<file path="src/rtc_pkg.sv">
/*
 * Constants, field indices and carrier types for the BCD calendar clock.
 * Assumes one system clock of 50 MHz and a 32.768 kHz crystal level
 * presented as an ordinary input in that clock domain.
 */
`default_nettype none

// Overview of operation
// - Time, calendar and alarm are held as BCD, one digit per nibble.
// - Seconds, minutes, 24-hour hours, weekday, date, month, year carry; leap February.
// - Two-digit year spans one hundred years, 99 wraps to 00.
// - Alarm matches on second, minute, hour, day or week.
// - Periodic event every millisecond, second, minute, hour or day.
// - Alarm and periodic events share one interrupt output.
// - Time base is the 32.768 kHz crystal; counting rate is calibratable.
// - Writes are taken into the crystal domain; system clock at least 3x faster.
// - A written value takes effect two crystal cycles after the write.
// - Writes are ignored while the oscillator is disabled.
// - Block state is reset only by its own power-on reset.
// - System reset pin and core power-good never reset the block.
// - Counting and contents survive while the core is unpowered.
// - Alarm, periodic event or wake pin input wakes the processor.
// - Alarm or periodic event can be signalled on the wake pin.
// - Scratch entries are cleared only by the block's power-on reset.
// - Wake pin input is active high; as output it is open-drain active low.

package rtc_pkg;

   // ------------------------------------------------------------------
   // Entry indices of the value store
   // ------------------------------------------------------------------
   localparam int NUM_ENTRIES = 16;
   localparam logic [3:0] IDX_SEC = 4'h0;
   localparam logic [3:0] IDX_MIN = 4'h1;
   localparam logic [3:0] IDX_HOUR = 4'h2;
   localparam logic [3:0] IDX_DOW = 4'h3;
   localparam logic [3:0] IDX_DATE = 4'h4;
   localparam logic [3:0] IDX_MONTH = 4'h5;
   localparam logic [3:0] IDX_YEAR = 4'h6;
   localparam logic [3:0] IDX_ASEC = 4'h7;
   localparam logic [3:0] IDX_AMIN = 4'h8;
   localparam logic [3:0] IDX_AHOUR = 4'h9;
   localparam logic [3:0] IDX_ADATE = 4'hA;
   localparam logic [3:0] IDX_ADOW = 4'hB;
   localparam logic [3:0] IDX_CAL = 4'hC;
   localparam logic [3:0] IDX_SCR0 = 4'hD;
   localparam logic [3:0] IDX_SCR1 = 4'hE;
   localparam logic [3:0] IDX_SCR2 = 4'hF;

   // ------------------------------------------------------------------
   // Reset values, entry 15 down to entry 0 (2000-01-01 00:00:00)
   // ------------------------------------------------------------------
   localparam logic [15:0][7:0] ENTRY_RESET = {
      8'h00, 8'h00, 8'h00, 8'h00, 8'h01, 8'h01, 8'h00, 8'h00,
      8'h00, 8'h00, 8'h01, 8'h01, 8'h01, 8'h00, 8'h00, 8'h00};

   // ------------------------------------------------------------------
   // BCD limits
   // ------------------------------------------------------------------
   localparam logic [7:0] BCD_ZERO = 8'h00;
   localparam logic [7:0] BCD_ONE = 8'h01;
   localparam logic [7:0] SEC_MAX = 8'h59;
   localparam logic [7:0] HOUR_MAX = 8'h23;
   localparam logic [7:0] DOW_MAX = 8'h07;
   localparam logic [7:0] MONTH_MAX = 8'h12;
   localparam logic [7:0] YEAR_MAX = 8'h99;
   localparam logic [7:0] FEB = 8'h02;

   // ------------------------------------------------------------------
   // Timing
   // ------------------------------------------------------------------
   localparam int CLK_SYS_HZ = 50_000_000;
   localparam int OSC_HZ = 32_768;
   localparam int MS_PER_S = 1000;
   localparam int SUB_W = 15;
   localparam logic [SUB_W-1:0] SUB_TOP = 15'h7FFF;
   localparam logic [SUB_W:0] MS_STEP = 16'h03E8;
   localparam int WRITE_DELAY_TICKS = 2;
   localparam int MIN_CLK_RATIO = 3;

   // ------------------------------------------------------------------
   // Modes
   // ------------------------------------------------------------------
   typedef enum logic [2:0] {
      ALM_SEC, ALM_MIN, ALM_HOUR, ALM_DAY, ALM_WEEK
   } alarm_mode_t;

   typedef enum logic [2:0] {
      PER_MS, PER_SEC, PER_MIN, PER_HOUR, PER_DAY
   } period_sel_t;

   typedef struct packed {
      logic [3:0] index;
      logic [7:0] data;
   } write_req_t;

endpackage : rtc_pkg

`default_nettype wire

</file>
<file path="src/bcd_rtc.sv">
/*
 * BCD calendar clock with alarm, periodic event, calibration, scratch
 * entries and wake pin.  Assumes the crystal level osc_in is synchronous
 * to clk_sys_in, and that rst_n_in is the block's own power-on reset.
 */
`timescale 1ns/1ns
`default_nettype none

module bcd_rtc
   import rtc_pkg::*;
(
   input wire logic clk_sys_in,
   input wire logic rst_n_in,
   input wire logic clk_en_in,
   input wire logic osc_in,
   input wire logic osc_en_in,
   input wire logic core_pwr_good_in,
   input wire logic wr_valid_in,
   input wire write_req_t wr_req_in,
   input wire logic [3:0] rd_index_in,
   output logic [7:0] rd_data_out,
   output logic wr_pending_out,
   input wire alarm_mode_t alarm_mode_in,
   input wire logic alarm_ie_in,
   input wire period_sel_t period_sel_in,
   input wire logic period_ie_in,
   input wire logic alarm_clr_in,
   input wire logic period_clr_in,
   output logic alarm_flag_out,
   output logic period_flag_out,
   output logic irq_out,
   input wire logic wake_dir_in,
   input wire logic wake_pin_in,
   output logic wake_pin_out,
   output logic wake_pin_oe_out,
   output logic wake_req_out
);

   // ------------------------------------------------------------------
   // BCD helpers
   // ------------------------------------------------------------------
   // Returns {wrap, next}; wraps from hi back to lo
   function automatic logic [8:0] bcd_inc(input logic [7:0] v, input logic [7:0] lo,
                                          input logic [7:0] hi);
      logic [8:0] r;
      r = {1'b0, v};
      if (v == hi) begin
         r = {1'b1, lo};
      end else if (v[3:0] == 4'h9) begin
         r = {1'b0, v[7:4] + 4'h1, 4'h0};
      end else begin
         r = {1'b0, v[7:4], v[3:0] + 4'h1};
      end
      return r;
   endfunction : bcd_inc

   // Every year of the century divisible by four is a leap year
   function automatic logic is_leap(input logic [7:0] y);
      logic r;
      r = 1'b0;
      if (!y[4]) begin
         r = (y[3:0] == 4'h0) || (y[3:0] == 4'h4) || (y[3:0] == 4'h8);
      end else begin
         r = (y[3:0] == 4'h2) || (y[3:0] == 4'h6);
      end
      return r;
   endfunction : is_leap

   function automatic logic [7:0] days_in(input logic [7:0] m, input logic leap);
      logic [7:0] r;
      r = 8'h31;
      case (m)
         8'h04, 8'h06, 8'h09, 8'h11: begin
            r = 8'h30;
         end
         FEB: begin
            r = leap ? 8'h29 : 8'h28;
         end
         default: begin
            r = 8'h31;
         end
      endcase
      return r;
   endfunction : days_in

   // ------------------------------------------------------------------
   // Crystal tick
   // ------------------------------------------------------------------
   logic osc_q;
   wire tick = osc_en_in & osc_in & ~osc_q;

   always_ff @(posedge clk_sys_in) begin
      if (!rst_n_in) begin
         osc_q <= 1'b0;
      end else if (clk_en_in) begin
         osc_q <= osc_in;
      end
   end

   // ------------------------------------------------------------------
   // Value store and sub-second counting
   // ------------------------------------------------------------------
   logic [7:0] entry [NUM_ENTRIES];
   logic [7:0] next_entry [NUM_ENTRIES];
   logic [7:0] counted [NUM_ENTRIES];
   // One extra bit so a negative trim can stretch the last second
   logic [SUB_W:0] sub_cnt;
   logic [SUB_W-1:0] ms_acc;

   // Fractional accumulator: 1000 carries per 32768 ticks, no drift
   wire [SUB_W:0] ms_sum = {1'b0, ms_acc} + MS_STEP;
   wire ms_tick = tick & ms_sum[SUB_W];
   // Minute-end trim: a positive setting drops counts, negative adds
   wire signed [SUB_W+1:0] cal_ext = {{(SUB_W+2-8){entry[IDX_CAL][7]}}, entry[IDX_CAL]};
   wire signed [SUB_W+1:0] trimmed = $signed({2'b00, SUB_TOP}) - cal_ext;
   wire [SUB_W:0] sec_top = (entry[IDX_SEC] == SEC_MAX) ? trimmed[SUB_W:0]
                                                        : {1'b0, SUB_TOP};
   // At-or-past: a write to seconds can leave the counter beyond the top
   wire sec_tick = tick & (sub_cnt >= sec_top);
   wire [SUB_W:0] next_sub_cnt = sec_tick ? '0 : sub_cnt + 1'b1;

   always_ff @(posedge clk_sys_in) begin
      if (!rst_n_in) begin
         sub_cnt <= '0;
         ms_acc <= '0;
      end else if (clk_en_in && tick) begin
         sub_cnt <= next_sub_cnt;
         ms_acc <= ms_sum[SUB_W-1:0];
      end
   end

   // ------------------------------------------------------------------
   // Calendar carry chain
   // ------------------------------------------------------------------
   logic [8:0] sec_n, min_n, hour_n, dow_n, date_n, mon_n, year_n;
   logic [7:0] month_days;

   always_comb begin
      month_days = days_in(entry[IDX_MONTH], is_leap(entry[IDX_YEAR]));
      sec_n = bcd_inc(entry[IDX_SEC], BCD_ZERO, SEC_MAX);
      min_n = bcd_inc(entry[IDX_MIN], BCD_ZERO, SEC_MAX);
      hour_n = bcd_inc(entry[IDX_HOUR], BCD_ZERO, HOUR_MAX);
      dow_n = bcd_inc(entry[IDX_DOW], BCD_ONE, DOW_MAX);
      date_n = bcd_inc(entry[IDX_DATE], BCD_ONE, month_days);
      mon_n = bcd_inc(entry[IDX_MONTH], BCD_ONE, MONTH_MAX);
      year_n = bcd_inc(entry[IDX_YEAR], BCD_ZERO, YEAR_MAX);
   end

   wire min_carry = sec_tick & sec_n[8];
   wire hour_carry = min_carry & min_n[8];
   wire day_carry = hour_carry & hour_n[8];
   wire month_carry = day_carry & date_n[8];
   wire year_carry = month_carry & mon_n[8];

   always_comb begin
      for (int i = 0; i < NUM_ENTRIES; i++) begin
         counted[i] = entry[i];
      end
      if (sec_tick) begin
         counted[IDX_SEC] = sec_n[7:0];
      end
      if (min_carry) begin
         counted[IDX_MIN] = min_n[7:0];
      end
      if (hour_carry) begin
         counted[IDX_HOUR] = hour_n[7:0];
      end
      if (day_carry) begin
         counted[IDX_DOW] = dow_n[7:0];
         counted[IDX_DATE] = date_n[7:0];
      end
      if (month_carry) begin
         counted[IDX_MONTH] = mon_n[7:0];
      end
      if (year_carry) begin
         counted[IDX_YEAR] = year_n[7:0];
      end
   end

   // ------------------------------------------------------------------
   // Write capture and crystal-domain delay
   // ------------------------------------------------------------------
   // Core isolation and a stopped crystal both block the capture
   logic pend_valid;
   logic [1:0] pend_ticks;
   write_req_t pend_req;

   wire wr_take = wr_valid_in & osc_en_in & core_pwr_good_in;
   wire apply = pend_valid & tick & (pend_ticks == 2'(WRITE_DELAY_TICKS - 1));

   always_ff @(posedge clk_sys_in) begin
      if (!rst_n_in) begin
         pend_valid <= 1'b0;
         pend_ticks <= '0;
         pend_req <= '0;
      end else if (clk_en_in) begin
         if (wr_take) begin
            pend_valid <= 1'b1;
            pend_ticks <= '0;
            pend_req <= wr_req_in;
         end else if (apply) begin
            pend_valid <= 1'b0;
         end else if (pend_valid && tick) begin
            pend_ticks <= pend_ticks + 1'b1;
         end
      end
   end

   // A late write overrides the count for that entry only
   for (genvar g = 0; g < NUM_ENTRIES; g++) begin : g_entry
      assign next_entry[g] = (apply && pend_req.index == 4'(g)) ? pend_req.data
                                                                : counted[g];
      always_ff @(posedge clk_sys_in) begin
         if (!rst_n_in) begin
            entry[g] <= ENTRY_RESET[g];
         end else if (clk_en_in) begin
            entry[g] <= next_entry[g];
         end
      end
   end

   // ------------------------------------------------------------------
   // Alarm match and periodic selection
   // ------------------------------------------------------------------
   logic sec_seen;
   wire m_sec = entry[IDX_SEC] == entry[IDX_ASEC];
   wire m_min = m_sec & (entry[IDX_MIN] == entry[IDX_AMIN]);
   wire m_hour = m_min & (entry[IDX_HOUR] == entry[IDX_AHOUR]);
   wire m_date = m_hour & (entry[IDX_DATE] == entry[IDX_ADATE]);
   wire m_dow = m_hour & (entry[IDX_DOW] == entry[IDX_ADOW]);
   logic alarm_hit;
   logic period_hit;

   always_comb begin
      case (alarm_mode_in)
         ALM_SEC: alarm_hit = m_sec;
         ALM_MIN: alarm_hit = m_min;
         ALM_HOUR: alarm_hit = m_hour;
         ALM_DAY: alarm_hit = m_date;
         ALM_WEEK: alarm_hit = m_dow;
         default: alarm_hit = 1'b0;
      endcase
      case (period_sel_in)
         PER_MS: period_hit = ms_tick;
         PER_SEC: period_hit = sec_tick;
         PER_MIN: period_hit = min_carry;
         PER_HOUR: period_hit = hour_carry;
         PER_DAY: period_hit = day_carry;
         default: period_hit = 1'b0;
      endcase
   end

   // Match is judged one cycle after the second advances
   wire alarm_event = sec_seen & alarm_hit;

   // ------------------------------------------------------------------
   // Flags, interrupt and wake
   // ------------------------------------------------------------------
   logic alarm_flag;
   logic period_flag;
   // Set beats a clear in the same cycle
   wire next_alarm_flag = alarm_event | (alarm_flag & ~alarm_clr_in);
   wire next_period_flag = period_hit | (period_flag & ~period_clr_in);

   always_ff @(posedge clk_sys_in) begin
      if (!rst_n_in) begin
         sec_seen <= 1'b0;
         alarm_flag <= 1'b0;
         period_flag <= 1'b0;
      end else if (clk_en_in) begin
         sec_seen <= sec_tick;
         alarm_flag <= next_alarm_flag;
         period_flag <= next_period_flag;
      end
   end

   // Registered read keeps the data output free of decode glitches
   always_ff @(posedge clk_sys_in) begin
      if (!rst_n_in) begin
         rd_data_out <= '0;
      end else if (clk_en_in) begin
         rd_data_out <= entry[rd_index_in];
      end
   end

   wire any_event = (alarm_flag & alarm_ie_in) | (period_flag & period_ie_in);

   assign alarm_flag_out = alarm_flag;
   assign period_flag_out = period_flag;
   assign wr_pending_out = pend_valid;
   assign irq_out = any_event;
   // Open-drain: drive low only while an output and an event is pending
   assign wake_pin_out = 1'b0;
   assign wake_pin_oe_out = wake_dir_in & any_event;
   // Input wake only counts when the pin is configured as an input
   wire wake_in_req = ~wake_dir_in & wake_pin_in;
   assign wake_req_out = any_event | wake_in_req;

endmodule : bcd_rtc

`default_nettype wire

</file>
<file path="config.mk">
export PLATFORM = sky130hd
export DESIGN_NAME = bcd_rtc
export DESIGN_NICKNAME = d
export VERILOG_FILES = /design/src/rtc_pkg.sv /design/src/bcd_rtc.sv
export SDC_FILE = /design/constraint.sdc
export NUM_CORES = 1
export LEC_CHECK = 0
export ABC_AREA = 1
export ABC_CLOCK_PERIOD_IN_PS = 2800
export BUFFER_PORTS_ARGS = -buffer_cell sky130_fd_sc_hd__buf_2
export CORE_UTILIZATION = 35
export CTS_CLUSTER_SIZE = 30
export DETAILED_ROUTE_END_ITERATION = 6
export MAX_ROUTING_LAYER = met4
export PLACE_DENSITY = 0.53
export SLEW_MARGIN = 20
export SYNTH_ARGS = -nofsm -noshare
export SYNTH_HDL_FRONTEND = slang
export SYNTH_SLANG_ARGS = --single-unit
</file>
<file path="constraint.sdc">
create_clock -name clk_sys_in -period 2.8 [get_ports clk_sys_in]
set_input_delay 0.28 -clock clk_sys_in [delete_from_list [all_inputs] [get_ports clk_sys_in]]
set_output_delay 0.28 -clock clk_sys_in [all_outputs]
set_load 0.005 [all_outputs]
</file>
# Word-level counts from Yosys, hierarchy flattened
# Memories as Yosys holds them, arrays and structs flattened. A register that Yosys moved wholly into a read port is not among the register bits.
# Index checks and enable logic that the tools add are counted.
# W data, S select, Z words.
[totals]
ff_bits = 50
mem_bits_rw = 128
input_bits = 35
out_inout_bits = 15
wordCells = 263
n_memories = 1
[op_classes]
n_addsub = 18
n_lt_le_gt_ge = 1
n_eq_ne = 69
mux = 68
n_bitwise = 48
reduce_logical = 48
[mem_list]
columns = ["memory", "words", "width", "rd", "rd_clocked_by_memory_dff", "wr", "line", "source"]
rows = [
  ["entry", 16, 8, 14, 1, 16, "bcd_rtc.sv:103", "logic [7:0] entry [NUM_ENTRIES];"],
]
[ops]
columns = ["op", "n"]
rows = [
  ["$mux W8", 46],
  ["$eq A4 B4 Y1 const B", 16],
  ["$add A4 B1 Y4 const B", 14],
  ["$eq A8 B8 Y1", 6],
  ["$mux W16", 3],
  ["$mux W9", 5],
  ["$reduce_and A2 Y1", 18],
  ["$and A1 B1 Y1", 24],
  ["$eq A4 B3 Y1 const B", 6],
  ["$eq A8 B3 Y1 const B", 3],
  ["$or A1 B1 Y1", 20],
  ["$logic_and A1 B1 Y1", 18],
  ["$add A15 B10 Y16 const B", 1],
  ["$add A16 B1 Y16 const B", 1],
  ["$eq A8 B5 Y1 const B", 2],
  ["$eq A8 B7 Y1 const B", 2],
  ["$ge A16 B16 Y1", 1],
  ["$ne A2 B2 Y1 const B", 8],
  ["$sub A16 B8 Y16 const A", 1],
  ["$eq A3 B2 Y1 const B", 4],
  ["$eq A4 B2 Y1 const B", 3],
  ["$pmux W1 S5", 2],
  ["$pmux W5 S2", 1],
  ["$ne A1 B1 Y1 const B", 9],
  ["other kinds (19)", 38],
]

# Longest topological paths before layout
# An unclocked memory read counts as a cell.
[depth]
depth_word = 14
ltp_mapped = 26

# Least setup slack after synthesis
# No wires, ideal clock.
[synth_timing]
kind = "register to register"
start = "memory entry[0][1]"
end = "memory entry[5][4] (enable)"
t_arrival_ps = 2611
required_time_ps = 2439
path_slack_ps = -173
path_stages_with_launch = 25
n_path_buf = 0
period_less_slack_ps = 2973
cell_sequence = "edfxtp_1 > inv_1 > ha_1 > nand3_2 > nor2_4 > nand2_1 > ha_1 > inv_1 > nand2_1 > nand2_1 > nand2_1 > nand2_1 > nand2_1 > nand2_1 > nand2_1 > nand2_1 > nand2_1 > nand2_1 > nand2_2 > nand3_2 > nor2_4 > nand2_2 > nor2_2 > nor2_1 > nor3_1"
[synth_rtl]
columns = ["element", "line"]
rows = [
  ["start, declared", "bcd_rtc.sv:103"],
]

==> impl_metrics.ini <==
[routing]
via_count = 9408
drt-total-wl_um = 34540
post-route-drc-count = 1
ant_nets = 0
viasPerCell = 5.345
drtIter0Drc = 1041
firstDrtPassIters = 7
routedWlPerCell_um = 19.63

[status]
outcome = finished, violations left
failed_checks = DRC, setup timing

[finish]
fin_area_mm2 = 0.01241
area.growth.synth_to_final_pct = 19.00
finalNonFillerCells = 1760
layout-drive-gt1-share_pct = 15.78
final_nets = 1432

[sta]
timing.final.crit_period_ns = 2.950
max_freq_mhz = 339.0
drv_slew = 0
worstMarginPinSlew_ns = 0.7489
holdWs_ns = 0.05583
finClkSkew_ns = 0.01428
fin_crit_sh_pct = 105.4
slew_headroom_pct = 50.02
setup_viol = 44
hold_viol_final = 0
timing.final.ws_setup_ns = -0.1502
rsz0062_at_grt = true

[clock_tree]
cts_root_buffer = clkbuf_16
ctsHtreeMaxLevel = 4
clk_latency_ns = 0.45
cts_tree = yes
path_clk_slew_ns = 0.07
hold_buffers = 0
clock-sinks = 183
cts_inserted_buffers = 17
cts_max_path_buffers = 2

[worst_setup_path]
crit_required_ns = 2.95
worst-setup-path-type = flip-flop to flip-flop
path_buf_inv = 3
start_kind = flip-flop
cpPeakStageDelay_ns = 0.40
end_kind = flip-flop
cp_top_family = simple AND/OR/NAND/NOR gates
path_depth = 20
cpMaxStageDelayCell = edfxtp_1
cp.arrival_ns = 3.10
crit_chain = inv_2 -> ha_4 -> nand3_4 -> nor2_4 -> buf_6 -> nand2_4 -> ha_4 -> o21ai_0 -> a21oi_1 -> o21ai_1 -> nor2_1 -> nand2_1 -> nand2_2 -> nand3_4 -> nor2_4 -> nand2_4 -> buf_4 -> nand3_2 -> nand2_2 -> a21oi_4
critical_path.max_fanout = 4
r2r_cells = 20

[worst_hold_path]
hold_path_depth = 3
hp-class = input port to flip-flop

[synth]
avgSynthCellArea_um2 = 8.314
post-synth-top-count-cell = inv_1
async_flop_share_pct = 0
synthCells = 1254
synth-seq-cells = 183
ys_top_cells_by_area = edfxtp_1, dfxtp_1, o21ai_0
syn_nets = 1324
ys_seq_area_share_pct = 47.43
synth-edff-count = 128
synth-warning-count = 0
ys_types = 49
yosysTopAreaCell = edfxtp_1
synthTopCellsByCount = inv_1, o21ai_0, nor2_1
synth_top_area_share_pct = 36.87
synth_flop_cell = edfxtp_1
syn-cell-area_mm2 = 0.01043

[die]
io_pins = 50
die_area_mm2 = 0.03048
start_util_pct = 35.94
core-area_mm2 = 0.02901
fp.dieW_um = 174.6
core.rowCount = 62
dieHeight_um = 174.6

[place]
gp_congestion = 0.9561
placedInstanceArea_mm2 = 0.01155
post-place-cells = 1716
place_hpwl_um = 25910
io_buffers = 48

[global_routing]
grt_overflow = 0
grtUsageTotal_pct = 23.50
grt_pass1_wl_um = 51770
grt_pass1_vias = 8852
grt_max_degree = 69
antenna_found_initial = 2

[power]
p_per_area_mw_per_mm2 = 514.3
total_power_mw = 6.381
max-vdd-ir-drop_mv = 0.4136
leakagePower_nw = 5.106

[flow_run]
max_cap_viol_count = 0
-- area by class of cell --
cell class	count	area (µm²)
Antenna cell	1	2.502
Clock inverter	10	76.32
Multi-Input combinational cell	834	4773
Timing Repair inverter	1	7.507
Inverter	199	754.5
Tap cell	384	480.5
Fill cell	2977	16610
Sequential cell	183	4945
Clock buffer	22	509.2
Timing Repair Buffer	126	858.3
-- cell usage in the layout (no fill, tap or decap), types with 3 or more instances in the layout --
cell type	instances
nor2_1	138
nand2_2	8
nand4_1	17
nor2_4	6
a32o_1	7
inv_6	4
nor4_1	11
o22ai_1	31
nand2_4	5
or2_2	8
clkbuf_16	20
o221ai_1	3
nand2_1	131
o31ai_1	5
edfxtp_1	128
ha_1	31
a31oi_1	4
nand3_4	3
nor3_2	4
o21ai_2	3
xor2_1	27
nand3_1	79
o21ai_0	147
nor3_1	21
buf_2	48
ha_4	4
buf_4	74
a22oi_1	13
a21oi_1	73
o211ai_1	8
o32ai_1	9
dfxtp_1	55
inv_1	186
o21a_1	4
inv_4	6
inv_2	9
xnor2_1	14
-- registers in the layout, indices dropped and copies added (netlist names) --
name             flops
pend_ticks           2
sub_cnt             16
sec_seen             1
ms_acc              12
rd_data_out          8
alarm_flag_out       1
wr_pending_out       1
pend_req            12
osc_q                1
entry              128
period_flag_out      1
-- per-stage QoR --
stage	worst slack, ns	setup TNS [ns]	util, %
3_5_place_dp	-0.2600	-7.146	39.80
4_1_cts	-0.1710	-3.189	42.29
3_3_place_gp	-0.1674	-3.717	39.80
6_report	-0.1502	-4.561	42.76
2_1_floorplan	-0.04535	-0.2575	-
5_1_grt	-0.3298	-13.90	42.76
-- power by group --
group | internal [mW] | switching (mW) | total (mW)
combinational | 0.282 | 0.500 | 0.782
clock | 1.32 | 1.12 | 2.43
sequential | 3.03 | 0.134 | 3.16
total | 4.63 | 1.75 | 6.38
-- timing repair --
item	in CTS	in global routing
hold endpoints to repair	0	0
setup buffers	7	5
setup endpoints to repair	67	71
pin swaps	9	9
gates cloned	0	1
gates resized for setup	17	30
-- cell families (layout without fill, tap and decap cells) --
| kind of cell | after synthesis | in the layout | synth area share [%] |
|---|---|---|---|
| fa+ha+maj | 35 | 35 | 4.200 |
| xor+xnor | 41 | 41 | 3.444 |
| other cells | 1 | 2 | 0.03597 |
| simple gates | 436 | 436 | 18.53 |
| flops | 183 | 183 | 47.43 |
| compound gates | 321 | 321 | 17.74 |
| buf+inv | 237 | 358 | 8.628 |
-- layer usage --
| layer | routed length [µm] | GRT usage, % |
|---|---|---|
| met5 | 0 | - |
| met4 | 597 | 5.978 |
| met3 | 2872 | 4.526 |
| met2 | 16030 | 37.05 |
| met1 | 15040 | 30.97 |
-- path summary, 6_finish.rpt --
| path | end | slack (ns) | from |
|---|---|---|---|
| setup / recovery | entry[4][5] | -0.15 | entry[0][5] |
| hold / removal | osc_q | 0.06 | osc_in |
| setup reg to reg | entry[4][5] | -0.15 | entry[0][5] |
| hold reg to reg | ms_acc[7] | 0.48 | ms_acc[7] |
-- tightest hold or removal path: stages --
cell and delay [ns]:
buf_2 0.09, nand2_1 0.04, o21ai_0 0.06
No activity file was read; power rests on OpenSTA's default activity.
